==> config.mk <==
export PLATFORM = sky130hd
export DESIGN_NAME = flash_table_access
export DESIGN_NICKNAME = d
export VERILOG_FILES = /design/src/include/flash_table_pkg.sv /design/src/rtl/flash_table_access.sv /design/src/rtl/holding_buffer.sv
export SDC_FILE = /design/constraint.sdc
export NUM_CORES = 1
export LEC_CHECK = 0
export BUFFER_PORTS_ARGS = -buffer_cell sky130_fd_sc_hd__buf_2
export CORE_MARGIN = 2
export CORE_UTILIZATION = 35
export CTS_CLUSTER_DIAMETER = 120
export DETAILED_ROUTE_END_ITERATION = 12
export GPL_ROUTABILITY_DRIVEN = 0
export HOLD_SLACK_MARGIN = 0.03
export PLACE_DENSITY = 0.48
export SETUP_SLACK_MARGIN = 0.05
export SLEW_MARGIN = 20
export SYNTH_ARGS = -nofsm -noshare
export SYNTH_HDL_FRONTEND = slang
export SYNTH_SLANG_ARGS = --single-unit
==> constraint.sdc <==
create_clock -name ref_clk_i -period 6.3 [get_ports ref_clk_i]
set_input_delay 1.26 -clock ref_clk_i [delete_from_list [all_inputs] [get_ports ref_clk_i]]
set_output_delay 1.26 -clock ref_clk_i [all_outputs]
set_load 0.005 [all_outputs]
==> src/include/flash_table_pkg.sv <==
package flash_table_pkg;

    localparam int PTR_W = 22;
    localparam int LOW_W = 21;
    localparam int DATA_W = 8;
    localparam int ADDR_W = 3;
    localparam int HOLD_DEPTH = 64;
    localparam int HOLD_IDX_W = 6;

    // Register indices on the byte-wide register port
    localparam logic [2:0] REG_PTR_LOW = 3'h0;
    localparam logic [2:0] REG_PTR_HIGH = 3'h1;
    localparam logic [2:0] REG_PTR_UPPER = 3'h2;
    localparam logic [2:0] REG_LATCH = 3'h3;
    localparam logic [2:0] REG_UNLOCK = 3'h4;
    localparam logic [2:0] REG_CONTROL = 3'h5;
    localparam logic [2:0] REG_IRQ_STATUS = 3'h6;
    localparam logic [2:0] REG_IRQ_MASK = 3'h7;

    // Control register fields
    localparam int BIT_ERASE_SEL = 4;
    localparam int BIT_FAULT = 3;
    localparam int BIT_ENABLE = 2;
    localparam int BIT_START = 1;

    // Interrupt status fields
    localparam int IRQ_DONE = 0;
    localparam int IRQ_REFUSED = 1;
    localparam int IRQ_W = 2;

    localparam logic [7:0] UNLOCK_KEY_FIRST = 8'h55;
    localparam logic [7:0] UNLOCK_KEY_SECOND = 8'hAA;

    localparam logic [7:0] RESET_BYTE = 8'h00;
    localparam logic [21:0] RESET_PTR = 22'h000000;

    localparam int CLK_PERIOD_NS = 4;
    localparam int PROG_TIME_NS = 10000;
    localparam int PROG_CYCLES = (PROG_TIME_NS + CLK_PERIOD_NS - 1) / CLK_PERIOD_NS;
    localparam int TIMER_W = 12;

    typedef enum logic [1:0] {
        PTR_HOLD,
        PTR_POST_INC,
        PTR_POST_DEC,
        PTR_PRE_INC
    } ptr_mode_t;

    typedef enum logic [2:0] {
        ST_IDLE,
        ST_RD_REQ,
        ST_RD_CAP,
        ST_PROG,
        ST_ERASE,
        ST_WAIT
    } seq_state_t;

endpackage : flash_table_pkg

==> src/rtl/flash_table_access.sv <==
// Overview of operation
// RQ1: Unlock key register always reads zero.
// RQ2: Erase select turns next start into erase.
// RQ3: Programming needs enable; enable clears at reset.
// RQ4: Fault set at start, cleared on completion.
// RQ5: Start set by software, cleared by hardware.
// RQ6: Eight-bit latch carries table data bytes.
// RQ7: Three bytes form the 22-bit pointer.
// RQ8: Auto stepping touches only low 21 bits.
// RQ9: Four pointer update modes per table op.
// RQ10: Table read uses all pointer bits.
// RQ11: Table write fills holding register by bits 5:0.
// RQ12: Program block chosen by bits 20:6; the code uses bits 21:6.
// RQ13: Erase block chosen by bits 20:10; the code uses bits 21:10.
// RQ14: Software checks fault after unexpected reset.
// RQ15: Software unlocks before each write or erase.
// RQ16: Control bit layout; unused bits read zero.
// RQ17: Software verifies programmed bytes afterwards.
// RQ18: Start ignored without enable and fresh unlock.
// RQ19: Fetch stalls while programming runs.
`timescale 1ns/1ps
`default_nettype none

module flash_table_access
    import flash_table_pkg::*;
(
    input wire logic ref_clk_i,
    input wire logic reset_n_i,
    input wire logic por_n_i,
    input wire logic [ADDR_W-1:0] bus_addr_i,
    input wire logic [DATA_W-1:0] bus_wdata_i,
    input wire logic bus_wr_i,
    input wire logic bus_rd_i,
    output logic [DATA_W-1:0] bus_rdata_o,
    input wire logic tbl_req_i,
    input wire logic tbl_store_i,
    input wire logic [1:0] tbl_mode_i,
    output logic tbl_ready_o,
    output logic tbl_done_o,
    output logic flash_rd_en_o,
    output logic [PTR_W-1:0] flash_rd_addr_o,
    input wire logic [DATA_W-1:0] flash_rd_data_i,
    output logic flash_prog_we_o,
    output logic flash_erase_o,
    output logic [PTR_W-1:0] flash_prog_addr_o,
    output logic [DATA_W-1:0] flash_prog_data_o,
    output logic fetch_stall_o,
    output logic irq_o
);

    seq_state_t state_ff;
    logic [PTR_W-1:0] table_pointer_ff;
    logic [DATA_W-1:0] table_data_latch_ff;
    logic erase_select_ff;
    logic program_enable_ff;
    logic program_start_ff;
    logic program_fault_ff;
    logic [1:0] unlock_stage_ff;
    logic [HOLD_IDX_W-1:0] prog_idx_ff;
    logic [TIMER_W-1:0] timer_ff;
    logic [IRQ_W-1:0] irq_status_ff;
    logic [IRQ_W-1:0] irq_mask_ff;

    logic [PTR_W-1:0] eff_ptr;
    logic [PTR_W-1:0] nxt_ptr;
    logic tbl_accept;
    logic start_req;
    logic launch;
    logic finish;
    logic [DATA_W-1:0] hold_rd_data;

    function automatic logic [PTR_W-1:0] ptr_step(input logic [PTR_W-1:0] p,
                                                 input logic down);
        logic [LOW_W-1:0] low;
        low = down ? p[LOW_W-1:0] - LOW_W'(1) : p[LOW_W-1:0] + LOW_W'(1);
        // RQ8: top bit untouched
        return {p[PTR_W-1], low};
    endfunction : ptr_step

    function automatic logic reg_wr(input logic wr, input logic [ADDR_W-1:0] a,
                                    input logic [ADDR_W-1:0] r);
        return wr && (a == r);
    endfunction : reg_wr

    assign tbl_ready_o = (state_ff == ST_IDLE) && !program_start_ff && !launch;
    assign tbl_accept = tbl_req_i && tbl_ready_o;
    // RQ19: fetch stall
    assign fetch_stall_o = program_start_ff;
    assign irq_o = |(irq_status_ff & irq_mask_ff);

    // RQ9: four update modes
    always_comb begin
        eff_ptr = table_pointer_ff;
        nxt_ptr = table_pointer_ff;
        case (ptr_mode_t'(tbl_mode_i))
            PTR_HOLD: nxt_ptr = table_pointer_ff;
            PTR_POST_INC: nxt_ptr = ptr_step(table_pointer_ff, 1'b0);
            PTR_POST_DEC: nxt_ptr = ptr_step(table_pointer_ff, 1'b1);
            PTR_PRE_INC: begin
                eff_ptr = ptr_step(table_pointer_ff, 1'b0);
                nxt_ptr = eff_ptr;
            end
            default: nxt_ptr = table_pointer_ff;
        endcase
    end

    assign start_req = reg_wr(bus_wr_i, bus_addr_i, REG_CONTROL)
                       && bus_wdata_i[BIT_START] && !program_start_ff && (state_ff == ST_IDLE);
    // RQ18: enable plus fresh unlock
    assign launch = start_req && program_enable_ff && (unlock_stage_ff == 2'd2);
    assign finish = (state_ff == ST_WAIT) && (timer_ff == '0);

    // Unlock tracking: any other write breaks the sequence
    always_ff @(posedge ref_clk_i or negedge reset_n_i) begin
        if (!reset_n_i) begin
            unlock_stage_ff <= 2'd0;
        end else if (bus_wr_i) begin
            if (bus_addr_i == REG_UNLOCK && bus_wdata_i == UNLOCK_KEY_FIRST) begin
                unlock_stage_ff <= 2'd1;
            end else if (bus_addr_i == REG_UNLOCK && bus_wdata_i == UNLOCK_KEY_SECOND
                         && unlock_stage_ff == 2'd1) begin
                unlock_stage_ff <= 2'd2;
            end else begin
                unlock_stage_ff <= 2'd0;
            end
        end
    end

    // RQ7: pointer bytes and table stepping
    always_ff @(posedge ref_clk_i or negedge reset_n_i) begin
        if (!reset_n_i) begin
            table_pointer_ff <= RESET_PTR;
        end else if (tbl_accept) begin
            // Table op wins over a same-cycle software write
            table_pointer_ff <= nxt_ptr;
        end else if (reg_wr(bus_wr_i, bus_addr_i, REG_PTR_LOW)) begin
            table_pointer_ff[7:0] <= bus_wdata_i;
        end else if (reg_wr(bus_wr_i, bus_addr_i, REG_PTR_HIGH)) begin
            table_pointer_ff[15:8] <= bus_wdata_i;
        end else if (reg_wr(bus_wr_i, bus_addr_i, REG_PTR_UPPER)) begin
            table_pointer_ff[21:16] <= bus_wdata_i[5:0];
        end
    end

    // RQ6: latch loaded by read or software
    always_ff @(posedge ref_clk_i or negedge reset_n_i) begin
        if (!reset_n_i) begin
            table_data_latch_ff <= RESET_BYTE;
        end else if (state_ff == ST_RD_CAP) begin
            table_data_latch_ff <= flash_rd_data_i;
        end else if (reg_wr(bus_wr_i, bus_addr_i, REG_LATCH)) begin
            table_data_latch_ff <= bus_wdata_i;
        end
    end

    // RQ3: enable clears at reset
    always_ff @(posedge ref_clk_i or negedge reset_n_i) begin
        if (!reset_n_i) begin
            erase_select_ff <= 1'b0;
            program_enable_ff <= 1'b0;
        end else if (reg_wr(bus_wr_i, bus_addr_i, REG_CONTROL)) begin
            erase_select_ff <= bus_wdata_i[BIT_ERASE_SEL];
            program_enable_ff <= bus_wdata_i[BIT_ENABLE];
        end
    end

    // RQ5: software sets, hardware clears
    always_ff @(posedge ref_clk_i or negedge reset_n_i) begin
        if (!reset_n_i) begin
            program_start_ff <= 1'b0;
        end else if (launch) begin
            program_start_ff <= 1'b1;
        end else if (finish) begin
            program_start_ff <= 1'b0;
        end
    end

    // RQ4: fault survives a plain reset
    always_ff @(posedge ref_clk_i or negedge por_n_i) begin
        if (!por_n_i) begin
            program_fault_ff <= 1'b0;
        end else if (launch) begin
            program_fault_ff <= 1'b1;
        end else if (finish) begin
            program_fault_ff <= 1'b0;
        end
    end

    // RQ11: holding register fill
    holding_buffer u_hold (
        .ref_clk_i(ref_clk_i),
        .reset_n_i(reset_n_i),
        .wr_en_i(tbl_accept && tbl_store_i),
        .wr_idx_i(eff_ptr[HOLD_IDX_W-1:0]),
        .wr_data_i(table_data_latch_ff),
        .rd_idx_i(prog_idx_ff),
        .rd_data_o(hold_rd_data)
    );

    always_ff @(posedge ref_clk_i or negedge reset_n_i) begin
        if (!reset_n_i) begin
            state_ff <= ST_IDLE;
            prog_idx_ff <= '0;
            timer_ff <= '0;
            tbl_done_o <= 1'b0;
            flash_rd_en_o <= 1'b0;
            flash_rd_addr_o <= RESET_PTR;
            flash_prog_we_o <= 1'b0;
            flash_erase_o <= 1'b0;
            flash_prog_addr_o <= RESET_PTR;
            flash_prog_data_o <= RESET_BYTE;
        end else begin
            tbl_done_o <= 1'b0;
            flash_rd_en_o <= 1'b0;
            flash_prog_we_o <= 1'b0;
            flash_erase_o <= 1'b0;
            case (state_ff)
                ST_IDLE: begin
                    prog_idx_ff <= '0;
                    if (launch) begin
                        // RQ2: erase instead of write
                        state_ff <= bus_wdata_i[BIT_ERASE_SEL] ? ST_ERASE : ST_PROG;
                    end else if (tbl_accept && tbl_store_i) begin
                        tbl_done_o <= 1'b1;
                    end else if (tbl_accept) begin
                        // RQ10: full pointer for reads
                        flash_rd_en_o <= 1'b1;
                        flash_rd_addr_o <= eff_ptr;
                        state_ff <= ST_RD_REQ;
                    end
                end
                ST_RD_REQ: begin
                    state_ff <= ST_RD_CAP;
                end
                ST_RD_CAP: begin
                    tbl_done_o <= 1'b1;
                    state_ff <= ST_IDLE;
                end
                ST_PROG: begin
                    // RQ12 asks for bits 20:6; block taken from bits 21:6
                    flash_prog_we_o <= 1'b1;
                    flash_prog_addr_o <= {table_pointer_ff[PTR_W-1:HOLD_IDX_W], prog_idx_ff};
                    flash_prog_data_o <= hold_rd_data;
                    prog_idx_ff <= prog_idx_ff + HOLD_IDX_W'(1);
                    if (prog_idx_ff == HOLD_IDX_W'(HOLD_DEPTH - 1)) begin
                        timer_ff <= TIMER_W'(PROG_CYCLES - 1);
                        state_ff <= ST_WAIT;
                    end
                end
                ST_ERASE: begin
                    // RQ13: low ten bits ignored
                    flash_erase_o <= 1'b1;
                    flash_prog_addr_o <= {table_pointer_ff[PTR_W-1:10], 10'h000};
                    timer_ff <= TIMER_W'(PROG_CYCLES - 1);
                    state_ff <= ST_WAIT;
                end
                ST_WAIT: begin
                    if (timer_ff == '0) begin
                        state_ff <= ST_IDLE;
                    end else begin
                        timer_ff <= timer_ff - TIMER_W'(1);
                    end
                end
                default: state_ff <= ST_IDLE;
            endcase
        end
    end

    // Sticky events; a new event beats the clearing write
    always_ff @(posedge ref_clk_i or negedge reset_n_i) begin
        if (!reset_n_i) begin
            irq_status_ff <= '0;
            irq_mask_ff <= '0;
        end else begin
            irq_status_ff <= (irq_status_ff
                & ~(reg_wr(bus_wr_i, bus_addr_i, REG_IRQ_STATUS)
                    ? bus_wdata_i[IRQ_W-1:0] : '0))
                | {start_req && !launch, finish};
            if (reg_wr(bus_wr_i, bus_addr_i, REG_IRQ_MASK)) begin
                irq_mask_ff <= bus_wdata_i[IRQ_W-1:0];
            end
        end
    end

    // RQ16: register readback
    always_ff @(posedge ref_clk_i or negedge reset_n_i) begin
        if (!reset_n_i) begin
            bus_rdata_o <= RESET_BYTE;
        end else if (bus_rd_i) begin
            case (bus_addr_i)
                REG_PTR_LOW: bus_rdata_o <= table_pointer_ff[7:0];
                REG_PTR_HIGH: bus_rdata_o <= table_pointer_ff[15:8];
                REG_PTR_UPPER: bus_rdata_o <= {2'b00, table_pointer_ff[21:16]};
                REG_LATCH: bus_rdata_o <= table_data_latch_ff;
                // RQ1: key has no storage
                REG_UNLOCK: bus_rdata_o <= RESET_BYTE;
                REG_CONTROL: bus_rdata_o <= {3'b000, erase_select_ff, program_fault_ff,
                                             program_enable_ff, program_start_ff, 1'b0};
                REG_IRQ_STATUS: bus_rdata_o <= {6'h00, irq_status_ff};
                REG_IRQ_MASK: bus_rdata_o <= {6'h00, irq_mask_ff};
                default: bus_rdata_o <= RESET_BYTE;
            endcase
        end else begin
            bus_rdata_o <= RESET_BYTE;
        end
    end
endmodule : flash_table_access

`default_nettype wire

==> src/rtl/holding_buffer.sv <==
`timescale 1ns/1ps
`default_nettype none

module holding_buffer
    import flash_table_pkg::*;
(
    input wire logic ref_clk_i,
    input wire logic reset_n_i,
    input wire logic wr_en_i,
    input wire logic [HOLD_IDX_W-1:0] wr_idx_i,
    input wire logic [DATA_W-1:0] wr_data_i,
    input wire logic [HOLD_IDX_W-1:0] rd_idx_i,
    output logic [DATA_W-1:0] rd_data_o
);

    logic [DATA_W-1:0] hold_ff [HOLD_DEPTH];

    genvar g;
    generate
        for (g = 0; g < HOLD_DEPTH; g++) begin : g_hold
            always_ff @(posedge ref_clk_i or negedge reset_n_i) begin
                if (!reset_n_i) begin
                    hold_ff[g] <= RESET_BYTE;
                end else if (wr_en_i && wr_idx_i == HOLD_IDX_W'(g)) begin
                    hold_ff[g] <= wr_data_i;
                end
            end
        end
    endgenerate

    assign rd_data_o = hold_ff[rd_idx_i];

endmodule : holding_buffer

`default_nettype wire

==> impl_results.md, run 1 <==
- Status: finished, final reports clean
- Share of cells above drive strength 1: 0.4207
- IO Pins: 95
- Highest Clock Rate: 0.2227 GHz
- Die height: 300.0 um
- Hold/Removal Path Class: in2async
- Reg2Reg Launch Point: state_ff[0]
- Power per Cell Area: 426.5 mW/mm2
- Avg Vias per Cell: 5.585
- Clk pin slew, worst setup/hold paths: 0.06 ns
- Synth area leader: dfrtp_1
- Synth top area cells: dfrtp_1, mux2_2, mux4_2
- CTS root buf: clkbuf_16
- Total grt overflow: 0
- Crit. End Element: primary output
- Drt wl/cell: 24.86 um
- Yosys top cell area share: 0.5197
- Buf/Inv on CP: 1
- DRC violations left: 0
- Max cap viols: 0
- CP cell instances: or4_1 > nor4_1 > nor2_1 > buf_2
- Hold buffers post-CTS: 0
- R2R cell count: 7
- Total CTS buffers: 76
- Vias in the first global route: 20559
- Pwr Total: 14870 uW
- Clock buffer depth: 3
- CP required: 5.04 ns
- RSZ-0062 raised after global routing: no
- Area of the mapped netlist: 0.03067 mm2
- # port buffers: 94
- Most frequent cells in the layout: dfrtp_1, mux2_2, mux4_2
- Global-route wire length before repair: 134500 um
- Critical path destination: tbl_ready_o
- Critical path depth: 4
- First-pass detailed-route iteration total: 4
- Synthesized area per cell: 13.47 um2
- Post-route ant nets: 0
- Crit-path max FO: 26
- Yosys warns: 0
- Setup repair bufs after CTS: 0
- Primary FF master, synth: dfrtp_1
- Synth Net Count: 2310
- Worst Path Arrival: 3.23 ns
- Worst path max stage delay: 0.84 ns
- Number of enable flip-flop cells after synthesis: 0
- H-Tree Depth: 3
- Netlist cell types: 74
- Placed cell count: 3379
- CTS tree: done
- Worst Setup Start Kind: flip-flop
- Post-layout util: 0.4018
- Post-Synthesis Cells: 2278
- Largest net degree at the start of global routing: 154
- Setup TNS: 0 ns
- Register area share after synthesis: 0.5197
- Hold Vio Cnt, Final: 0
- Worst R2R Setup Slack: 2.46 ns
- Post-route minimum period: 4.491 ns
- Crit-path slowest cell: nor4_1
- DRT iter0 DRCs: 1134
- Core ar.: 0.08675 mm2
- HPWL Detailed: 55160 um
- Initial antenna violation count: 2
- Clock Sinks: 637
- CP delay by family, top: simple AND/OR/NAND/NOR gates
- Least-Margin Pin Slew: 1.109 ns
- Clock Skews: 0.03427 ns
- Final nets: 2334
- Post-Route WL: 87400 um
- Synth Register Bits: 637
- Post-CTS sizing: 0
- Final setup vio count: 0
- Final cell count without fillers: 3516
- Commonest non-fill, non-tap cell in the layout: dfrtp_1
- Worst IR Drop VDD: 0.2586 mV
- Async set or reset register ratio after synthesis: 1.000
- Layout area overhead: 13.63%
- Min Hold Slack: 0.4174 ns
- Die area: 0.09002 mm2
- Worst Setup SP: state_ff[0]
- Worst Setup Path Type: reg2out
- Standard-cell row count: 108
- R2R Path End: flash_prog_data_o[2]
- Initial core utilization: 0.3536
- Final cycle utilization of the critical path: 0.7129
- Clk_lat worst skew: 0.64 ns
- Leak: 0.01562 uW
- Slew headroom: 0.2597
- Die width: 300.0 um
- Final Max Tran Viols: 0
- Vias: 19636
- GRT Total Usage: 0.1965
[flip-flops by register name (all words and copies together), names as in the netlist]
signal	cells
prog_idx_ff	6
unlock_stage_ff	2
bus_rdata_o	8
state_ff	3
erase_select_ff	1
table_data_latch_ff	8
program_fault_ff	1
program_enable_ff	1
table_pointer_ff	22
irq_mask_ff	2
u_hold.hold_ff	512
irq_status_ff	2
flash_rd_en_o	1
flash_prog_addr_o	22
timer_ff	12
tbl_done_o	1
fetch_stall_o	1
flash_prog_data_o	8
flash_rd_addr_o	22
flash_erase_o	1
flash_prog_we_o	1
[worst register-to-register path: stages, from the launching register on]
cell      delay [ns]
dfrtp_1         0.71
nand3b_1        0.30
buf_4           0.31
clkinv_1        0.83
nand3_1         0.64
o22ai_1         0.21
nor3_1          0.59
nand2_1         0.10
[worst min path at each step]
stage | to | start | depth (start not counted) | slack (ns)
global placement | flash_rd_addr_o[19] | flash_rd_addr_o[19] | 2 | 0.46
finish | program_fault_ff | por_n_i | 1 | 0.42
floorplan | program_fault_ff | program_fault_ff | 1 | 0.45
detailed placement | flash_rd_addr_o[19] | flash_rd_addr_o[19] | 2 | 0.47
global route | program_fault_ff | por_n_i | 1 | 0.40
CTS | program_fault_ff | por_n_i | 1 | 0.38
[power breakdown]
part	internal [uW]	leakage (uW)	switching, uW
combinational	1880	0.00581	2080
clock	2660	0.00122	1790
sequential	5340	0.00860	1120
total	9880	0.0156	4990
[cell usage after synthesis (5+ instances only)]
master,n
a211oi_1,8
a21o_1,6
a21oi_1,53
a221oi_1,5
a22o_1,28
a22oi_1,30
a31oi_1,6
and2_1,6
and3_1,13
buf_1,19
buf_2,21
clkbuf_1,149
dfrtp_1,637
inv_1,16
mux2_2,537
mux2i_1,41
mux4_2,124
nand2_1,108
nand2b_1,13
nand3_1,36
nand3b_1,6
nand4_1,32
nor2_1,50
nor2b_1,11
nor3_1,30
nor3_2,39
nor3_4,11
nor4_1,16
o211ai_1,8
o21ai_0,61
o221ai_1,7
o22ai_1,17
o31ai_1,5
or2_2,5
or3_1,18
or4_1,7
xnor2_1,24
xor2_1,6
[stage by stage]
| step | instance area, um2 | setup slack [ns] |
|---|---|---|
| finish | 34850 | 1.809 |
| global route | 34850 | 1.638 |
| CTS | 34850 | 1.832 |
| detailed placement | 32330 | 1.838 |
| global placement | 32330 | 1.911 |
| floorplan | 30670 | 2.743 |
[area by class of cell]
type | count | area, um2
Fill cell | 8166 | 51900
Sequential cell | 637 | 15970
Multi-Input combinational cell | 1429 | 13960
Clock buffer | 116 | 2243
Tap cell | 1155 | 1445
Timing Repair Buffer | 137 | 878.3
Clock inverter | 18 | 272.8
Inverter | 21 | 78.83
Antenna cell | 3 | 7.507
[routing by layer]
layer	share of wire	GRT usage	vias to the layer above
met1	0.46	0.2809	10500
met2	0.47	0.3139	430
li1	-	-	8580
met3	0.041	0.02818	124
met5	0.00013	0	-
met4	0.021	0.05202	2
[kinds of logic (layout without fill, tap and decap cells)]
| family | Yosys count | after routing | synth area share |
|---|---|---|---|
| compound gates | 275 | 275 | 0.06098 |
| flops | 637 | 637 | 0.5197 |
| other cells | 0 | 3 | 0 |
| xor+xnor | 30 | 30 | 0.008566 |
| mux | 702 | 702 | 0.3016 |
| buf+inv | 212 | 292 | 0.02729 |
| simple gates | 418 | 418 | 0.08032 |
| fa+ha+maj | 4 | 4 | 0.001632 |
Power figures use the tool's default switching activity.
==> run 2: changes to the inputs <==
ABC_AREA = 1   (was default)
PLACE_DENSITY = 0.5   (was 0.48)
clock period = 3.91 ns   (was 6.3 ns; I/O delays follow)
==> run 2 against run 1 <==
  * Power rose by 14%
  * Global-route usage up 4.3 points
  * Combinational power fell by 64%
  * Flip-flop and latch count unchanged
  * Utilization increased by 0.37 points
  * Via count is 54% higher
  * Clock skew is 0.011 ns lower
  * Largest cell class unchanged
==> impl_results.md, run 2 <==
- Max reg flops: 512 (unchanged)
- R2R cell count: 10 (+3)
- Clock buffer depth: 3 (unchanged)
- Most common cell in the netlist: nand2_1
- R2R Path End: u_hold.hold_ff[185]
- Worst Setup Path Type: reg2reg
- Global-route wire length before repair: 182200 um (+35%)
- Largest family of logic cells by synthesized area: simple AND/OR/NAND/NOR gates
- Crit. End Element: flip-flop
- Post-synthesis xor/xnor area fraction: 0.005550 (-0.003016)
- Post-route ant nets: 0 (unchanged)
- Synth top area cells: dfrtp_1, nand2_1, nand3_1
- Multiplexer area fraction after synthesis: 0.0003421 (-0.3012)
- Clk_lat worst skew: 0.66 ns (+0.02 ns)
- Avg Vias per Cell: 5.259 (-5.8%)
- Area of the mapped netlist: 0.03292 mm2 (+7.3%)
- Clk pin slew, worst setup/hold paths: 0.06 ns (about the same)
- Total CTS buffers: 80 (+5.3%)
- Layout area overhead: 14.96%
- Yosys warns: 0 (unchanged)
- Setup repair bufs after CTS: 0 (unchanged)
- Worst Path Arrival: 3.80 ns (+0.57 ns)
- Post-synth top cells: nand2_1, nand3_1, dfrtp_1, clkbuf_1, o21ai_0
- Initial core utilization: 0.3527 (-0.0008906)
- Max cap viols: 0 (unchanged)
- GRT Total Usage: 0.2400 (+0.04350)
- Final setup vio count: 0 (unchanged)
- DRT iter0 DRCs: 2960 (+160%)
- DP Worst Slack: 0.5212 ns (-1.317 ns)
- CP required: 4.46 ns (-0.58 ns)
- Post-Route WL: 117100 um (+34%)
- Least-Margin Pin Slew: 1.139 ns (+0.02986 ns)
- Standard-cell row count: 112 (+3.7%)
- Primary FF master, synth: dfrtp_1
- Leak: 0.01928 uW (+23%)
- Largest net degree at the start of global routing: 125 (-19%)
- # port buffers: 94 (unchanged)
- Placed cell area: 0.03488 mm2 (+7.9%)
- Total grt overflow: 0 (unchanged)
- Post-synthesis simple-gate area fraction: 0.4068 (+0.3265)
- CP delay by family, top: simple AND/OR/NAND/NOR gates
- Crit-path max FO: 9 (-65%)
- Post-CTS sizing: 0 (unchanged)
- HPWL Detailed: 74000 um (+34%)
- Status: finished, final reports clean
- Worst Setup Start Kind: flip-flop
- Final nets: 4472 (+92%)
- Crit-path slowest cell: dfrtp_1
- Power per Cell Area: 449.2 mW/mm2 (+5.3%)
- Post-route minimum period: 3.259 ns
- Final std cell area, no fill: 0.03784 mm2 (+8.6%)
- Netlist cell types: 47 (-36%)
- Diodes inserted: 0 (-3)
- Worst path max stage delay: 0.63 ns (-0.21 ns)
- Synth Register Bits: 637 (unchanged)
- Clock Skews: 0.02278 ns (-0.01149 ns)
- Die width: 310.7 um (+3.5%)
- Hold Vio Cnt, Final: 0 (unchanged)
- Die area: 0.09652 mm2 (+7.2%)
- Clock Sinks: 637 (unchanged)
- Post-Synthesis Cells: 4444 (+95%)
- Share of cells above drive strength 1: 0.1033 (-0.3174)
- Register area share after synthesis: 0.4843 (-0.03540)
- RSZ-0062 raised after global routing: no
- Critical path depth: 10 (+6)
- Final Max Tran Viols: 0 (unchanged)
- H-Tree Depth: 3 (unchanged)
- Synth area leader: dfrtp_1
- Core ar.: 0.09333 mm2 (+7.6%)
- CTS tree: done
- Worst path most repeated cell: nand2_1
- Buf/Inv on CP: 2 (+1)
- Min Hold Slack: 0.4188 ns (+0.001406 ns)
- Die height: 310.7 um (+3.5%)
- Async set or reset register ratio after synthesis: 1.000 (unchanged)
- Synthesized area per cell: 7.407 um2 (-45%)
- Setup TNS: 0 ns (unchanged)
- Hold/Removal Path Class: in2async
- Worst R2R Setup Slack: 0.65 ns (-1.81 ns)
- CTS root buf: clkbuf_16
- Pwr Total: 17000 uW (+14%)
- Number of enable flip-flop cells after synthesis: 0 (unchanged)
- Synth Net Count: 4476 (+94%)
- Highest Clock Rate: 0.3069 GHz
- CP cell instances: inv_1 > ha_1 > o21ai_2 > inv_2 > nor2_4 > nand3_2 > nor2_2 > nand2_2 > nand2_1 > nand2_1
- Worst IR Drop VDD: 0.3190 mV (+23%)
- Post-synthesis adder-cell area fraction: 0.001520 (-0.0001111)
- Drt wl/cell: 20.33 um (-18%)
- Most frequent cells in the layout: nand2_1, nand3_1, dfrtp_1
- Final cycle utilization of the critical path: 0.8334
- Final setup margin: 0.6515 ns (-1.157 ns)
- IO Pins: 95 (unchanged)
- Vias in the first global route: 29113 (+42%)
- Reg2Reg Launch Point: table_pointer_ff[0]
- DRC violations left: 0 (unchanged)
- Top reg by flops: u_hold.hold_ff
- Commonest non-fill, non-tap cell in the layout: nand2_1
- First-pass detailed-route iteration total: 5 (+1)
- Initial antenna violation count: 0 (-2)
- Slew headroom: 0.2405 (-0.01916)
- Post-synthesis compound-gate area fraction: 0.05816 (-0.002823)
- Vias: 30276 (+54%)
- Yosys top cell area share: 0.4843 (-0.03540)
[run 2: cell types whose count changed after synthesis, sizes merged, moves of 40 or more]
cell    previous run  this run
a21oi             53        93
clkbuf           149       210
inv               17        94
mux2             537         1
mux2i             41         0
mux4             124         0
nand2            108      2027
nand3             36       848
nor2              51       186
nor3              80         9
o21ai             61       137
[run 2: timing repair]
action                     CTS  global route
hold endpoints to repair     4             0
hold buffers                 2             0
setup endpoints to repair    0             0
[run 2: worst max path at each step]
stage	startpoint	endpoint	slack (ns)
5_1_grt	table_pointer_ff[0]	u_hold.hold_ff[185]	0.42
6_report	table_pointer_ff[0]	u_hold.hold_ff[185]	0.65
2_1_floorplan	tbl_mode_i[0]	u_hold.hold_ff[272]	1.35
3_3_place_gp	tbl_mode_i[1]	u_hold.hold_ff[36]	0.54
3_5_place_dp	tbl_mode_i[1]	u_hold.hold_ff[38]	0.52
4_1_cts	table_pointer_ff[0]	u_hold.hold_ff[38]	0.71
[run 2: kinds of logic after synthesis]
group,Yosys count
AND/OR/NAND/NOR,3090
AO/OA/AOI/OAI,329
adder cells (fa/ha/maj),4
multiplexers,1
XOR/XNOR,20
flip-flops,637
buffers and inverters,363
[run 2: final cells by class]
type	instances	area, um2
fill	9848	55490
sequential	637	15980
clock inverter	33	599.3
clock buffer	112	2345
tap	1254	1569
timing repair buffer	181	1414
inverter	96	370.4
multi-input combinational	3444	15570
[run 2: per-stage QoR]
stage          utilization  cells
2_1_floorplan            -   4444
3_3_place_gp        0.3737   5610
5_1_grt             0.4054   5757
4_1_cts             0.4054   5757
3_5_place_dp        0.3737   5610
6_report            0.4054   5757
[run 2: where the power goes]
group / switching, uW / leakage, uW / internal [uW]
sequential: 571 / 0.00882 / 6670
clock: 3140 / 0.00145 / 5190
combinational: 1110 / 0.00900 / 313
[run 2: worst reg2reg max path: stages, from the launching register on]
cell	delay, ns
dfrtp_1	0.63
inv_1	0.19
ha_1	0.38
o21ai_2	0.29
inv_2	0.11
nor2_4	0.29
nand3_2	0.43
nor2_2	0.49
nand2_2	0.20
nand2_1	0.11
nand2_1	0.05
[run 2: layer usage]
layer	GRT usage	part of all wire	wire length (um)
met5	0	0	0
met4	0.07312	0.027	3124
met3	0.03406	0.059	6912
met2	0.3729	0.45	53120
met1	0.3459	0.46	53900
==> run 3: changes to the inputs <==
PLACE_DENSITY = 0.48   (was 0.5)
clock period = 3.4 ns   (was 3.91 ns; I/O delays follow)
==> run 3 against run 2 <==
  * Via count shrank 0.41%
  * Worst setup slack got worse by 0.17 ns
  * Design area fell by 0.66%
  * Die area is the same
  * Global-route usage grew 0.45 points
  * Sequential share of layout area up 0.28 points
  * Critical path depth up 1
  * Power is 7.7% higher
  * Clock power hardly changed
  * Maximum frequency grew 12%
  * Critical endpoint is now u_hold.hold_ff[309]
==> impl_results.md, run 3 (synthesis gave the netlist of run 2 again) <==
- GRT Total Usage: 0.2445 (+0.004498)
- RSZ-0062 raised after global routing: no
- Register Area: 0.01598 mm2 (unchanged)
- Multi-input combinational cell area: 0.01557 mm2 (unchanged)
- Diodes inserted: 0 (unchanged)
- Clock Sinks: 637 (unchanged)
- Layout area overhead: 14.19%
- Status: finished, final reports clean
- CP required: 3.92 ns (-0.54 ns)
- Die height: 310.7 um (unchanged)
- Worst Setup Start Kind: flip-flop
- IO Pins: 95 (unchanged)
- Setup repair bufs after CTS: 0 (unchanged)
- Worst R2R Setup Slack: 0.48 ns (-0.17 ns)
- Max reg flops: 512 (unchanged)
- Reg2Reg Launch Point: table_pointer_ff[1]
- Total grt overflow: 0 (unchanged)
- CTS tree: done
- Highest Clock Rate: 0.3428 GHz (+12%)
- Slew headroom: 0.2470 (+0.006489)
- DRC violations left: 0 (unchanged)
- Worst Setup SP: table_pointer_ff[1]
- DRT iter0 DRCs: 2754 (-7.0%)
- Global-route wire length before repair: 184700 um (+1.4%)
- Clk pin slew, worst setup/hold paths: 0.06 ns (about the same)
- Final Max Tran Viols: 0 (unchanged)
- Clock buffer depth: 3 (unchanged)
- Core ar.: 0.09333 mm2 (unchanged)
- Fill count: 9857 (+0.091%)
- Post-route minimum period: 2.917 ns (-0.3415 ns)
- Leak: 0.01917 uW (-0.53%)
- Worst Setup Path Type: reg2reg
- Post-Route WL: 119400 um (+2.0%)
- Most frequent cells in the layout: nand2_1, nand3_1, dfrtp_1
- Die area: 0.09652 mm2 (unchanged)
- Commonest non-fill, non-tap cell in the layout: nand2_1
- Final setup vio count: 0 (unchanged)
- Hold Vio Cnt, Final: 0 (unchanged)
- HPWL Detailed: 76660 um (+3.6%)
- Hold/Removal Path Class: in2async
- Drt wl/cell: 20.69 um (+1.7%)
- Worst IR Drop VDD: 0.3823 mV (+20%)
- First-pass detailed-route iteration total: 7 (+2)
- Share of cells above drive strength 1: 0.1038 (+0.0004966)
- Total CTS buffers: 79 (-1.3%)
- Placed cell area: 0.03505 mm2 (+0.49%)
- Max cap viols: 0 (unchanged)
- Final std cell area, no fill: 0.03759 mm2 (-0.66%)
- Critical path destination: u_hold.hold_ff[309]
- H-Tree Depth: 3 (unchanged)
- R2R Path End: u_hold.hold_ff[309]
- Die width: 310.7 um (unchanged)
- Final cycle utilization of the critical path: 0.8580 (+0.02458)
- Largest net degree at the start of global routing: 101 (-19%)
- Power per Cell Area: 487.2 mW/mm2 (+8.5%)
- Crit-path max FO: 8 (-1)
- Worst Path Arrival: 3.44 ns (-0.36 ns)
- Clk_lat worst skew: 0.65 ns (about the same)
- # port buffers: 94 (unchanged)
- Clock Skews: 0.03576 ns (+0.01298 ns)
- Standard-cell row count: 112 (unchanged)
- Top reg by flops: u_hold.hold_ff
- Vias in the first global route: 29377 (+0.91%)
- Avg Vias per Cell: 5.222 (-0.71%)
- CTS root buf: clkbuf_16
- Vias: 30151 (-0.41%)
- Initial antenna violation count: 1 (+1)
- Final nets: 4492 (+0.45%)
- Crit. End Element: flip-flop
- Initial core utilization: 0.3527 (unchanged)
- Least-Margin Pin Slew: 1.129 ns (-0.009733 ns)
- Setup TNS: 0 ns (unchanged)
- R2R cell count: 11 (+1)
- Post-route ant nets: 0 (unchanged)
[run 3: critical path, cell delays in order, from the launching register on]
cell     delay, ns
dfrtp_1       0.53
inv_1         0.10
ha_1          0.33
o21ai_2       0.28
inv_2         0.11
nor2_4        0.20
nand3_2       0.29
buf_4         0.28
nor2_2        0.28
nand2_2       0.23
nand2_1       0.11
nand2_1       0.05
[run 3: routing by layer]
metal	wire length (um)	up-vias	part of all wire	track usage
met5	0	-	0	0
li1	-	14494	-	-
met2	54670	860	0.46	0.3867
met1	55380	14628	0.46	0.3493
met4	3587	0	0.030	0.08059
met3	5816	169	0.049	0.02679
[run 3: worst min-delay path by stage]
stage	start	end	slack (ns)	cells past startpoint
2_1_floorplan	reset_n_i	bus_rdata_o[0]	0.38	0
3_3_place_gp	u_hold.hold_ff[240]	u_hold.hold_ff[240]	0.45	2
3_5_place_dp	u_hold.hold_ff[463]	u_hold.hold_ff[463]	0.45	2
4_1_cts	flash_rd_data_i[1]	table_data_latch_ff[1]	0.30	3
5_1_grt	flash_rd_data_i[1]	table_data_latch_ff[1]	0.33	3
6_report	por_n_i	program_fault_ff	0.33	2
[run 3: metrics by stage]
step           instances  utilization  setup slack [ns]  power, uW  hold WS (ns)
2_1_floorplan       4444            -            0.9445       9045        0.3844
3_3_place_gp        5631       0.3755            0.4007      10140        0.4487
3_5_place_dp        5631       0.3755            0.2993      10120        0.4528
4_1_cts             5774       0.4028            0.4835      18490        0.3022
5_1_grt             5774       0.4028            0.2426      18920        0.3312
6_report            5774       0.4028            0.4829      18310        0.3314
[run 3: final cells by class]
class	count	share of cell area
Timing Repair Buffer	202	0.04214
Inverter	96	0.009853
Clock inverter	15	0.002463
Sequential cell	637	0.4250
Multi-Input combinational cell	3444	0.4142
Tap cell	1254	0.04174
Clock buffer	126	0.06464
[run 3: power breakdown]
group | total [uW] | internal (uW) | leakage (uW) | switching (uW)
combinational | 1770 | 398 | 0.00911 | 1370
sequential | 8230 | 7670 | 0.00882 | 559
clock | 8310 | 4880 | 0.00125 | 3430
[run 3: repair_timing]
item | 4_1_cts | 5_1_grt
hold endpoints to repair | 19 | 0
hold buffers | 2 | 0
resized for setup | 0 | 0
